$ cat src/inc/cta_pkg.sv
// cta_pkg: constants and carrier types for the counter A timer block.
// assumes one CPU byte bus and one shared port pin around the block.
`default_nettype none

package cta_pkg;

    // counter and latch geometry
    localparam int unsigned CNT_W    = 16;
    localparam int unsigned BYTE_W   = 8;
    localparam int unsigned ADDR_W   = 16;

    // bus addresses of the three byte registers
    localparam logic [15:0] ADDR_LOW_CLR  = 16'h0018;
    localparam logic [15:0] ADDR_HIGH     = 16'h0019;
    localparam logic [15:0] ADDR_LOW_LOAD = 16'h001A;

    // reset values
    localparam logic [15:0] CNT_RST      = 16'h0000;
    localparam logic [15:0] LATCH_RST    = 16'h0000;
    localparam logic [7:0]  RDATA_RST    = 8'h00;
    localparam logic        PIN_OUT_RST  = 1'b1;

    // counter zero and serial divide (bit rate is 1/16 of underflow rate)
    localparam logic [15:0] CNT_ZERO     = 16'h0000;
    localparam int unsigned BAUD_DIV     = 16;
    localparam int unsigned BAUD_W       = 4;
    localparam logic [3:0]  BAUD_LAST    = 4'(BAUD_DIV - 1);

    // mode codes, high mode bit first
    typedef enum logic [1:0] {
        MODE_INTERVAL = 2'h0,
        MODE_PULSE    = 2'h1,
        MODE_EVENT    = 2'h2,
        MODE_WIDTH    = 2'h3
    } cta_mode_e;

    localparam cta_mode_e MODE_RST = MODE_INTERVAL;

    // cpu side bus request
    typedef struct packed {
        logic [15:0] addr;
        logic [7:0]  wdata;
        logic        rd;
        logic        wr;
    } cta_bus_s;

    // the whole state of the timer
    typedef struct packed {
        logic [15:0] cnt;
        logic [15:0] latch;
        logic        flag;
        logic        irq;
        cta_mode_e   mode;
        logic        pin_prev;
        logic        pin_out;
        logic        io_o;
        logic        io_oe;
        logic [7:0]  rdata;
        logic [3:0]  baud_cnt;
        logic        baud_tick;
    } cta_state_s;

endpackage

`default_nettype wire

$ cat src/hw/cta_timer.sv
// cta_timer: 16-bit down counter with reload latch, four modes, serial
// bit-rate tick. assumes a synchronous byte bus and a sampled pin input.
//
// Function
// - 16-bit down counter with 16-bit reload latch
// - reads return high or low counter byte
// - low-byte read at 0018 clears underflow flag
// - writes at 0019/0018 fill latch bytes only
// - write 001A fills high latch, loads counter
// - decrement past zero reloads latch, sets flag
// - flag clears on 0018 read, 001A write, reset
// - two mode bits select one of four modes
// - reset selects interval timer mode
// - clock modes decrement every system clock
// - flag with enable raises interrupt request
// - interval mode leaves pin as port bit
// - pulse mode pin toggles on each underflow
// - pulse entry drives high, load drives low
// - event mode counts pin rising edges
// - width mode counts while pin low, holds high
// - width mode reloads at zero, keeps counting
// - serial enable forces internal clock counting
// - serial bit rate is underflow rate/16
`timescale 1ns/1ns
`default_nettype none

module cta_timer
(
    // clock, reset, enable
    input  wire logic        MCLK,
    input  wire logic        SRST,
    input  wire logic        CE,
    // cpu byte bus
    input  wire logic [15:0] ADDR,
    input  wire logic [7:0]  WDATA,
    input  wire logic        RD,
    input  wire logic        WR,
    output logic      [7:0]  RDATA,
    // mode and interrupt control
    input  wire logic        TIMER_MODE_BIT_HIGH,
    input  wire logic        TIMER_MODE_BIT_LOW,
    input  wire logic        TIMER_IRQ_ENABLE,
    input  wire logic        SERIAL_INT_CLK_EN,
    output logic             TIMER_UNDERFLOW_FLAG,
    output logic             IRQ,
    // shared pin and its port bit
    input  wire logic        PORT_BIT_FOUR_O,
    input  wire logic        PORT_BIT_FOUR_OE,
    input  wire logic        TIMER_IO_PIN_I,
    output logic             TIMER_IO_PIN_O,
    output logic             TIMER_IO_PIN_OE,
    // serial bit-rate strobe
    output logic             SERIAL_BIT_TICK
);

    ////////////////////////////////////////////////////////////////////////
    // decode helpers

    function automatic logic hit
    (
        input cta_pkg::cta_bus_s b,
        input logic [15:0]       a,
        input logic              is_wr
    );
        hit = (b.addr == a) && (is_wr ? b.wr : b.rd);
    endfunction

    cta_pkg::cta_bus_s  bus;
    cta_pkg::cta_state_s st_r;
    cta_pkg::cta_state_s st_nxt;
    cta_pkg::cta_mode_e mode_in;
    cta_pkg::cta_mode_e mode_eff;
    logic               rise;
    logic               dec;
    logic               uflow;
    logic               rd_clr;
    logic               wr_load;

    assign bus.addr  = ADDR;
    assign bus.wdata = WDATA;
    assign bus.rd    = RD;
    assign bus.wr    = WR;

    assign mode_in = cta_pkg::cta_mode_e'({TIMER_MODE_BIT_HIGH,
                                           TIMER_MODE_BIT_LOW});

    assign mode_eff = SERIAL_INT_CLK_EN ? cta_pkg::MODE_INTERVAL
                                        : st_r.mode;

    assign rise = TIMER_IO_PIN_I && !st_r.pin_prev;

    assign rd_clr  = hit(bus, cta_pkg::ADDR_LOW_CLR, 1'b0);
    assign wr_load = hit(bus, cta_pkg::ADDR_LOW_LOAD, 1'b1);

    ////////////////////////////////////////////////////////////////////////
    // count enable per mode

    always_comb
    begin
        unique case (mode_eff)
            cta_pkg::MODE_INTERVAL,
            cta_pkg::MODE_PULSE:    dec = 1'b1;
            cta_pkg::MODE_EVENT:    dec = rise;
            cta_pkg::MODE_WIDTH:    dec = !TIMER_IO_PIN_I;
        endcase
    end

    assign uflow = dec && (st_r.cnt == cta_pkg::CNT_ZERO) && !wr_load;

    ////////////////////////////////////////////////////////////////////////
    // next state

    always_comb
    begin
        st_nxt           = st_r;
        st_nxt.mode      = mode_in;
        st_nxt.pin_prev  = TIMER_IO_PIN_I;
        st_nxt.baud_tick = 1'b0;

        if (bus.rd && bus.addr == cta_pkg::ADDR_HIGH)
            st_nxt.rdata = st_r.cnt[15:8];
        else if (rd_clr || hit(bus, cta_pkg::ADDR_LOW_LOAD, 1'b0))
            st_nxt.rdata = st_r.cnt[7:0];

        if (rd_clr)
            st_nxt.flag = 1'b0;

        if (hit(bus, cta_pkg::ADDR_HIGH, 1'b1))
            st_nxt.latch[15:8] = bus.wdata;
        if (hit(bus, cta_pkg::ADDR_LOW_CLR, 1'b1))
            st_nxt.latch[7:0] = bus.wdata;

        if (dec)
            st_nxt.cnt = st_r.cnt - 16'h0001;

        if (wr_load)
        begin
            st_nxt.latch[15:8] = bus.wdata;
            st_nxt.cnt         = {bus.wdata, st_r.latch[7:0]};
            st_nxt.flag        = 1'b0;
        end
        else if (uflow)
        begin
            st_nxt.cnt  = st_r.latch;
            st_nxt.flag = 1'b1;
        end

        if (uflow)
        begin
            if (st_r.baud_cnt == cta_pkg::BAUD_LAST)
            begin
                st_nxt.baud_cnt  = '0;
                st_nxt.baud_tick = SERIAL_INT_CLK_EN;
            end
            else
                st_nxt.baud_cnt = st_r.baud_cnt + 4'h1;
        end

        if (mode_eff != cta_pkg::MODE_PULSE)
            st_nxt.pin_out = 1'b1;
        else if (wr_load)
            st_nxt.pin_out = 1'b0;
        else if (uflow)
            st_nxt.pin_out = !st_r.pin_out;

        // pin is a port bit unless counter owns it
        unique case (mode_eff)
            cta_pkg::MODE_PULSE:
            begin
                st_nxt.io_o  = st_nxt.pin_out;
                st_nxt.io_oe = 1'b1;
            end
            cta_pkg::MODE_EVENT,
            cta_pkg::MODE_WIDTH:
            begin
                st_nxt.io_o  = PORT_BIT_FOUR_O;
                st_nxt.io_oe = 1'b0;
            end
            cta_pkg::MODE_INTERVAL:
            begin
                st_nxt.io_o  = PORT_BIT_FOUR_O;
                st_nxt.io_oe = PORT_BIT_FOUR_OE;
            end
        endcase

        st_nxt.irq = st_nxt.flag && TIMER_IRQ_ENABLE;
    end

    ////////////////////////////////////////////////////////////////////////
    // state register

    always_ff @(posedge MCLK)
    begin
        if (SRST)
        begin
            st_r           <= '0;
            st_r.cnt       <= cta_pkg::CNT_RST;
            st_r.latch     <= cta_pkg::LATCH_RST;
            st_r.rdata     <= cta_pkg::RDATA_RST;
            st_r.pin_out   <= cta_pkg::PIN_OUT_RST;
            st_r.mode      <= cta_pkg::MODE_RST;
        end
        else if (CE)
            st_r <= st_nxt;
    end

    assign RDATA                = st_r.rdata;
    assign TIMER_UNDERFLOW_FLAG = st_r.flag;
    assign IRQ                  = st_r.irq;
    assign TIMER_IO_PIN_O       = st_r.io_o;
    assign TIMER_IO_PIN_OE      = st_r.io_oe;
    assign SERIAL_BIT_TICK      = st_r.baud_tick;

    ////////////////////////////////////////////////////////////////////////
    // checks

    property p_load_start;
        @(posedge MCLK) disable iff (SRST)
        (CE && wr_load)
            |=> (st_r.cnt == {$past(WDATA), $past(st_r.latch[7:0])})
                && !st_r.flag;
    endproperty
    a_load_start: assert property (p_load_start)
        else $error("load at 001A did not start counter");

    property p_rd_clear;
        @(posedge MCLK) disable iff (SRST)
        (CE && rd_clr && !uflow) |=> !st_r.flag;
    endproperty
    a_rd_clear: assert property (p_rd_clear)
        else $error("read at 0018 left flag set");

    property p_rd_high;
        @(posedge MCLK) disable iff (SRST)
        (CE && RD && ADDR == cta_pkg::ADDR_HIGH)
            |=> RDATA == $past(st_r.cnt[15:8]);
    endproperty
    a_rd_high: assert property (p_rd_high)
        else $error("high byte read wrong");

    property p_wr_low;
        @(posedge MCLK) disable iff (SRST)
        (CE && WR && ADDR == cta_pkg::ADDR_LOW_CLR)
            |=> st_r.latch[7:0] == $past(WDATA);
    endproperty
    a_wr_low: assert property (p_wr_low)
        else $error("low latch write lost");

    property p_reload;
        @(posedge MCLK) disable iff (SRST)
        (CE && uflow) |=> st_r.flag && st_r.cnt == $past(st_r.latch);
    endproperty
    a_reload: assert property (p_reload)
        else $error("underflow did not reload");

    property p_interval;
        @(posedge MCLK) disable iff (SRST)
        (CE && mode_eff == cta_pkg::MODE_INTERVAL && !wr_load
            && st_r.cnt != cta_pkg::CNT_ZERO)
            |=> st_r.cnt == $past(st_r.cnt) - 16'h0001;
    endproperty
    a_interval: assert property (p_interval)
        else $error("interval count step wrong");

    property p_irq;
        @(posedge MCLK) disable iff (SRST)
        (CE && st_r.flag && TIMER_IRQ_ENABLE && !rd_clr && !wr_load)
            |=> IRQ;
    endproperty
    a_irq: assert property (p_irq)
        else $error("interrupt request missing");

    property p_width_hold;
        @(posedge MCLK) disable iff (SRST)
        (CE && mode_eff == cta_pkg::MODE_WIDTH && TIMER_IO_PIN_I
            && !wr_load) |=> $stable(st_r.cnt);
    endproperty
    a_width_hold: assert property (p_width_hold)
        else $error("width count moved while pin high");

    property p_event_hold;
        @(posedge MCLK) disable iff (SRST)
        (CE && mode_eff == cta_pkg::MODE_EVENT && !rise && !wr_load)
            |=> $stable(st_r.cnt);
    endproperty
    a_event_hold: assert property (p_event_hold)
        else $error("event count moved without edge");

    property p_toggle;
        @(posedge MCLK) disable iff (SRST)
        (CE && mode_eff == cta_pkg::MODE_PULSE && uflow
            && $past(mode_eff) == cta_pkg::MODE_PULSE)
            |=> st_r.pin_out != $past(st_r.pin_out) ##1 1'b1;
    endproperty
    a_toggle: assert property (p_toggle)
        else $error("pulse output did not toggle");

    property p_reset_mode;
        @(posedge MCLK) SRST |=> st_r.mode == cta_pkg::MODE_INTERVAL;
    endproperty
    a_reset_mode: assert property (p_reset_mode)
        else $error("reset did not select interval mode");

    property p_pulse_load;
        @(posedge MCLK) disable iff (SRST)
        (CE && mode_eff == cta_pkg::MODE_PULSE && wr_load)
            |=> TIMER_IO_PIN_OE && !TIMER_IO_PIN_O;
    endproperty
    a_pulse_load: assert property (p_pulse_load)
        else $error("load in pulse mode left output high");

    property p_port_bit;
        @(posedge MCLK) disable iff (SRST)
        (CE && mode_eff == cta_pkg::MODE_INTERVAL)
            |=> TIMER_IO_PIN_O == $past(PORT_BIT_FOUR_O)
                && TIMER_IO_PIN_OE == $past(PORT_BIT_FOUR_OE);
    endproperty
    a_port_bit: assert property (p_port_bit)
        else $error("interval mode pin not following port bit");

    property p_baud_tick;
        @(posedge MCLK) disable iff (SRST)
        (CE && uflow && SERIAL_INT_CLK_EN
            && st_r.baud_cnt == cta_pkg::BAUD_LAST)
            |=> SERIAL_BIT_TICK;
    endproperty
    a_baud_tick: assert property (p_baud_tick)
        else $error("serial tick missing after sixteenth underflow");

endmodule

`default_nettype wire

$ cat config.mk
export PLATFORM = sky130hd
export DESIGN_NAME = cta_timer
export DESIGN_NICKNAME = d
export VERILOG_FILES = /design/src/inc/cta_pkg.sv /design/src/hw/cta_timer.sv
export SDC_FILE = /design/constraint.sdc
export NUM_CORES = 1
export LEC_CHECK = 0
export BUFFER_PORTS_ARGS = -buffer_cell sky130_fd_sc_hd__buf_2
export CAP_MARGIN = 20
export CELL_PAD_IN_SITES_DETAIL_PLACEMENT = 1
export CELL_PAD_IN_SITES_GLOBAL_PLACEMENT = 2
export CORE_MARGIN = 1
export CORE_UTILIZATION = 30
export CTS_BUF_LIST = sky130_fd_sc_hd__clkbuf_8 sky130_fd_sc_hd__clkbuf_16
export DETAILED_ROUTE_END_ITERATION = 10
export PLACE_DENSITY = 0.79
export SYNTH_ARGS = -nofsm -noshare
export SYNTH_HDL_FRONTEND = slang
export SYNTH_SLANG_ARGS = --single-unit
$ cat constraint.sdc
create_clock -name MCLK -period 2.4 [get_ports MCLK]
set_input_delay 0.12 -clock MCLK [delete_from_list [all_inputs] [get_ports MCLK]]
set_output_delay 0.12 -clock MCLK [all_outputs]
set_load 0.02 [all_outputs]
* Word level (Yosys, flattened, before mapping)
Index checks and enable logic that the tools add are counted.
** Storage, ports and cells
- Bits in latches :: 0
- Bits in writable memories :: 0
- Flip-flop bits (word level) :: 53
- Output and inout port bits :: 13
- Logic and storage cells :: 69
- Memories kept :: 0
- Bits in read-only memories :: 0
- Input port bits :: 36
** Operators by class
- Multiply operators :: 0
- Bitwise operators :: 0
- Shift operators :: 0
- Eq/ne operators :: 8
- Div/mod/pow operators :: 0
- $lt $le $gt $ge :: 0
- Add/sub/neg operators :: 2
- Reductions and logical operators :: 27
- Mux-type cells :: 19
** Operator list (number)
- 16-bit by 5-bit == test with 1-bit output (second input constant) :: 3
- 16-bit two-way mux :: 3
- 8-bit two-way mux :: 4
- 16-bit logical NOT :: 1
- 16-bit by 1-bit subtractor with 16-bit output (second input constant) :: 1
- 1-bit logical AND :: 10
- 2-bit AND reduction :: 5
- 1-bit two-way mux :: 8
- 2-bit one-hot mux with 3 select lines :: 1
- 4-bit by 1-bit adder with 4-bit output (second input constant) :: 1
- 2-bit == test (second input constant) :: 2
- 4-bit == test (second input constant) :: 1
- 1-bit logical NOT :: 4
- 4-bit two-way mux :: 1
- 2-bit nonzero test :: 2
- 2-bit OR reduction :: 2
- 1-bit one-hot mux with 3 select lines :: 1
- 3-bit nonzero test :: 1
- 2-bit by 1-bit == test with 1-bit output (second input constant) :: 1
- 2-bit logical NOT :: 1
- 2-bit two-way mux :: 1
- 2-bit by 1-bit inequality test with 1-bit output (second input constant) :: 1
- 1-bit logical OR :: 1

* Logic depth before layout (Yosys ltp)
- Depth after elaboration :: 10
- Mapped depth :: 9
- Gate-level depth less buffers :: 8

* Worst setup path after synthesis
No wires, ideal clock.
- Kind :: reg2reg
- Start point :: register st_r[37] (netlist name)
- End point :: register st_r[49] (netlist name)
- Arrival time :: 1.868 ns
- Cell stages (with the launch flop) :: 10
- Path buffers :: 1
- Required time :: 2.273 ns
- Setup time :: 0.127 ns
- Setup slack :: 0.405 ns
- Clock period less this slack :: 1.995 ns
- Path through :: dfxtp_1 -> inv_1 -> ha_1 -> nor4b_2 -> and4_2 -> a22o_1 -> buf_2 -> nor2_1 -> o211ai_1 -> o31ai_1
** Between the ends
- Longest elaborated chain between the ends :: 5
- Elaborated cells between the ends (all ways) :: 9
- Classes of those cells :: 1 x add/sub; 3 x mux; 5 x reduce/logical
** Ends and longest elaborated chain
- from (decl) :: line cta_timer.sv:69 : cta_pkg::cta_state_s st_r;
- from (signal assigned) :: line cta_timer.sv:204 : st_r <= st_nxt;
- parallel branches: the longest is 5 deep, another holds 16-bit by 1-bit subtractor with 16-bit output
Several ways; the timed one is not identified. The select of a mux whose other input is x is not followed.
A chain may end at the register's enable or synchronous reset.

* Worst setup path in the final report
- Start point :: register st_r[37] (netlist name)
- End point :: register st_r[15] (netlist name)
** Between the ends
- Longest elaborated chain between the ends :: 6
** Ends and longest elaborated chain
- 16-bit logical NOT :: line cta_timer.sv:108 : assign uflow = dec && (st_r.cnt == cta_pkg::CNT_ZERO) && !wr_load;
- 1-bit logical AND (2 in series) :: line cta_timer.sv:108
- 1-bit two-way mux :: line cta_timer.sv:163 : else if (uflow)
- 1-bit two-way mux :: line cta_timer.sv:161 : else if (wr_load)
- 1-bit two-way mux :: line cta_timer.sv:159 : if (mode_eff != cta_pkg::MODE_PULSE)
No other way between the ends.

==> results_dict.tcl <==
set metrics [dict create \
    status "completed" \
    post_cts_resized 0 \
    netlist_area_um2 2895 \
    synth_top_flop_cell "dfxtp_1" \
    vdd_ir_drop_max_mv 0.3930 \
    fmax_mhz 449.9 \
    yosysTopAreaCellShare_pct 36.65 \
    synth_edf_count 0 \
    synth_compound_gate_area_share_pct 18.76 \
    leakage_nw 1.509 \
    arrival_ps 2440 \
    cts_sinks 53 \
    area_growth_pct 20.40 \
    power_density_nw_per_um2 1114 \
    ys_warn_count 0 \
    required_ps 2610 \
    timing.final.crit_period_ps 2223 \
    io_pins 49 \
    crit_fanout 17 \
    h-tree-depth 2 \
    ys_types 59 \
    startpoint_type "flip-flop" \
    path_class "reg -> reg" \
    floorplan.rows 35 \
    core_area_um2 9284 \
    antenna_cells 0 \
    clock_latency_ps 310 \
    critPathCaptureType "flip-flop" \
    first_global_vias 2809 \
    place.gp.congestion 0.9412 \
    fin_crit_sh_pct 92.62 \
    finalSetupViolations 0 \
    tightest_slew_ps 612.0 \
    antenna_found_initial 0 \
    vias_per_cell 5.295 \
    syn_inst 347 \
    vias 2822 \
    reg2reg_depth 8 \
    cts.path.max_buffers 2 \
    slew_violations 0 \
    syn_avg_cell_area_um2 8.344 \
    cts_tree "built" \
    grt_overflow 0 \
    synth_common_cells "53 x dfxtp_1, 53 x nor2_1, 26 x mux2i_1, 23 x a21oi_1, 23 x o21ai_0" \
    first_iter_violations 176 \
    die_w_um 100.2 \
    root_buffer "clkbuf_8" \
    holdPathStages 3 \
    synth_area_leaders "dfxtp_1 37%, mux2i_1 9.0%, nor2_1 6.9%, a21oi_1 4.0%, o21ai_0 4.0%" \
    maxSlewHeadroom_pct 59.20 \
    grt_start_max_net_pins 32 \
    drt.antenna.violating_nets 0 \
    tns_ps 0 \
    initial_core_util_pct 31.19 \
    wl_per_cell_um 17.37 \
    total_power_mw 3.884 \
    synthesis.nets 386 \
    yosysTopAreaCell "dfxtp_1" \
    cts_hold_buffers 0 \
    die_h_um 100.2 \
    yosysSeqAreaShare_pct 36.65 \
    fp.dieArea_um2 10050 \
    final-hold-violation-count 0 \
    grt_use_total_pct 18.96 \
    grt_setup_unrepaired "no" \
    dpl.hpwl_um 7076 \
    hold_path.class "in -> reg" \
    drc 0 \
    synth_fa_ha_area_share_pct 1.296 \
    cts_inserted_buffers 5 \
    clk_pin_slew_ps 100 \
    final_nets 442 \
    drive_gt1_share_pct 23.51 \
    maxCapViolCount 0 \
    grt_first_pass_wirelength_um 14670 \
    synth_xor_area_share_pct 1.815 \
    synthMuxAreaShare_pct 8.989 \
    synth_top_family_by_area "simple AND/OR/NAND/NOR gates" \
    synthArstFlopShare_pct 0 \
    synth-simple-area-share_pct 26.15 \
    synth_seq_cells 53 \
    wl_um 9256 \
    port-buffer-count 48 \
    cts_setup_buffers 0 \
    fin_skew_ps 13.02 \
    dr.pass1.iters 4 \
]
## registers in the layout (all words and copies together) (netlist names)
register	count
TIMER_UNDERFLOW_FLAG	1
TIMER_IO_PIN_OE	1
TIMER_IO_PIN_O	1
IRQ	1
SERIAL_BIT_TICK	1
RDATA	8
st_r	40
## power by group
part / internal [mW] / total [mW] / leakage, nW / switching [mW]
Sequential: 1.01 / 1.20 / 0.431 / 0.182
Clock: 0.337 / 0.644 / 0.0626 / 0.307
Combinational: 0.867 / 2.04 / 1.02 / 1.18
## metal layers
layer	wire length, µm	vias up	part of all wire, %	global-route usage [%]
met4	121	0	1.3	4.236
met1	4354	1369	47	26.07
met3	476	11	5.1	2.089
met2	4304	80	46	31.88
li1	-	1362	-	-
met5	0	-	0	0
## cell usage in the layout, fill, tap and decap left out, types with 3 or more instances in the layout
cell type | netlist | final
nand4b_1 | 3 | 3
xor2_1 | 5 | 5
nor2_1 | 53 | 53
clkbuf_8 | 0 | 6
ha_1 | 3 | 3
nor3b_1 | 4 | 4
a21oi_1 | 23 | 23
nand4_1 | 8 | 8
buf_4 | 8 | 26
dfxtp_1 | 53 | 53
nand2_1 | 21 | 21
a211oi_1 | 9 | 9
mux2i_1 | 26 | 26
a31oi_1 | 5 | 5
nand3_1 | 4 | 4
o2bb2ai_1 | 3 | 3
nor3_1 | 10 | 10
inv_1 | 10 | 11
o32ai_1 | 3 | 3
nor2b_1 | 3 | 3
buf_2 | 5 | 48
o21ai_0 | 23 | 23
or3_1 | 4 | 4
o211ai_1 | 4 | 4
## cells by family (layout without fill, tap and decap cells)
| kind of cell | after synthesis | after routing |
|---|---|---|
| AOI/OAI and AO/OA | 85 | 85 |
| DFF | 53 | 53 |
| muxes | 26 | 26 |
| buffers and inverters | 37 | 94 |
| xor gates and xnor gates | 6 | 6 |
| adders and majority gates | 3 | 3 |
| and+or+nand+nor | 137 | 137 |
## per-stage QoR
step                worst slack, ps  instance area [µm²]  cells  utilization [%]  hold slack [ps]
finish                        177.2                 3486    533            37.55            42.33
detailed placement            235.8                 3369    525            36.29            371.9
CTS                           195.1                 3486    533            37.55            43.89
global placement              265.7                 3369    525            36.29            356.8
floorplan                     405.3                 2895    347                -            263.9
global route                  44.02                 3486    533            37.55            47.12
## area by class of cell
class	instances	area, µm²
clock inverter	2	33.78
multi-input combinational	257	1650
clock buffer	6	82.58
fill	1152	5798
timing repair buffer	75	455.4
tap	129	161.4
inverter	11	41.29
sequential	53	1061
## worst max-delay path: stages (launching register included)
cell	delay, ps
dfxtp_1	380
inv_1	110
ha_1	140
nor4b_2	370
and4_2	350
a22o_1	200
buf_12	160
nand2_1	60
a221o_1	340
## final timing paths
check | start | to | slack (ps)
worst max-delay path | st_r[37] | st_r[15] | 180
worst min register to register | TIMER_IO_PIN_OE | TIMER_IO_PIN_OE | 470
worst max register to register | st_r[37] | st_r[15] | 180
worst min-delay path | TIMER_MODE_BIT_HIGH | st_r[18] | 40
Note: power is estimated with default switching activity, not from simulation.
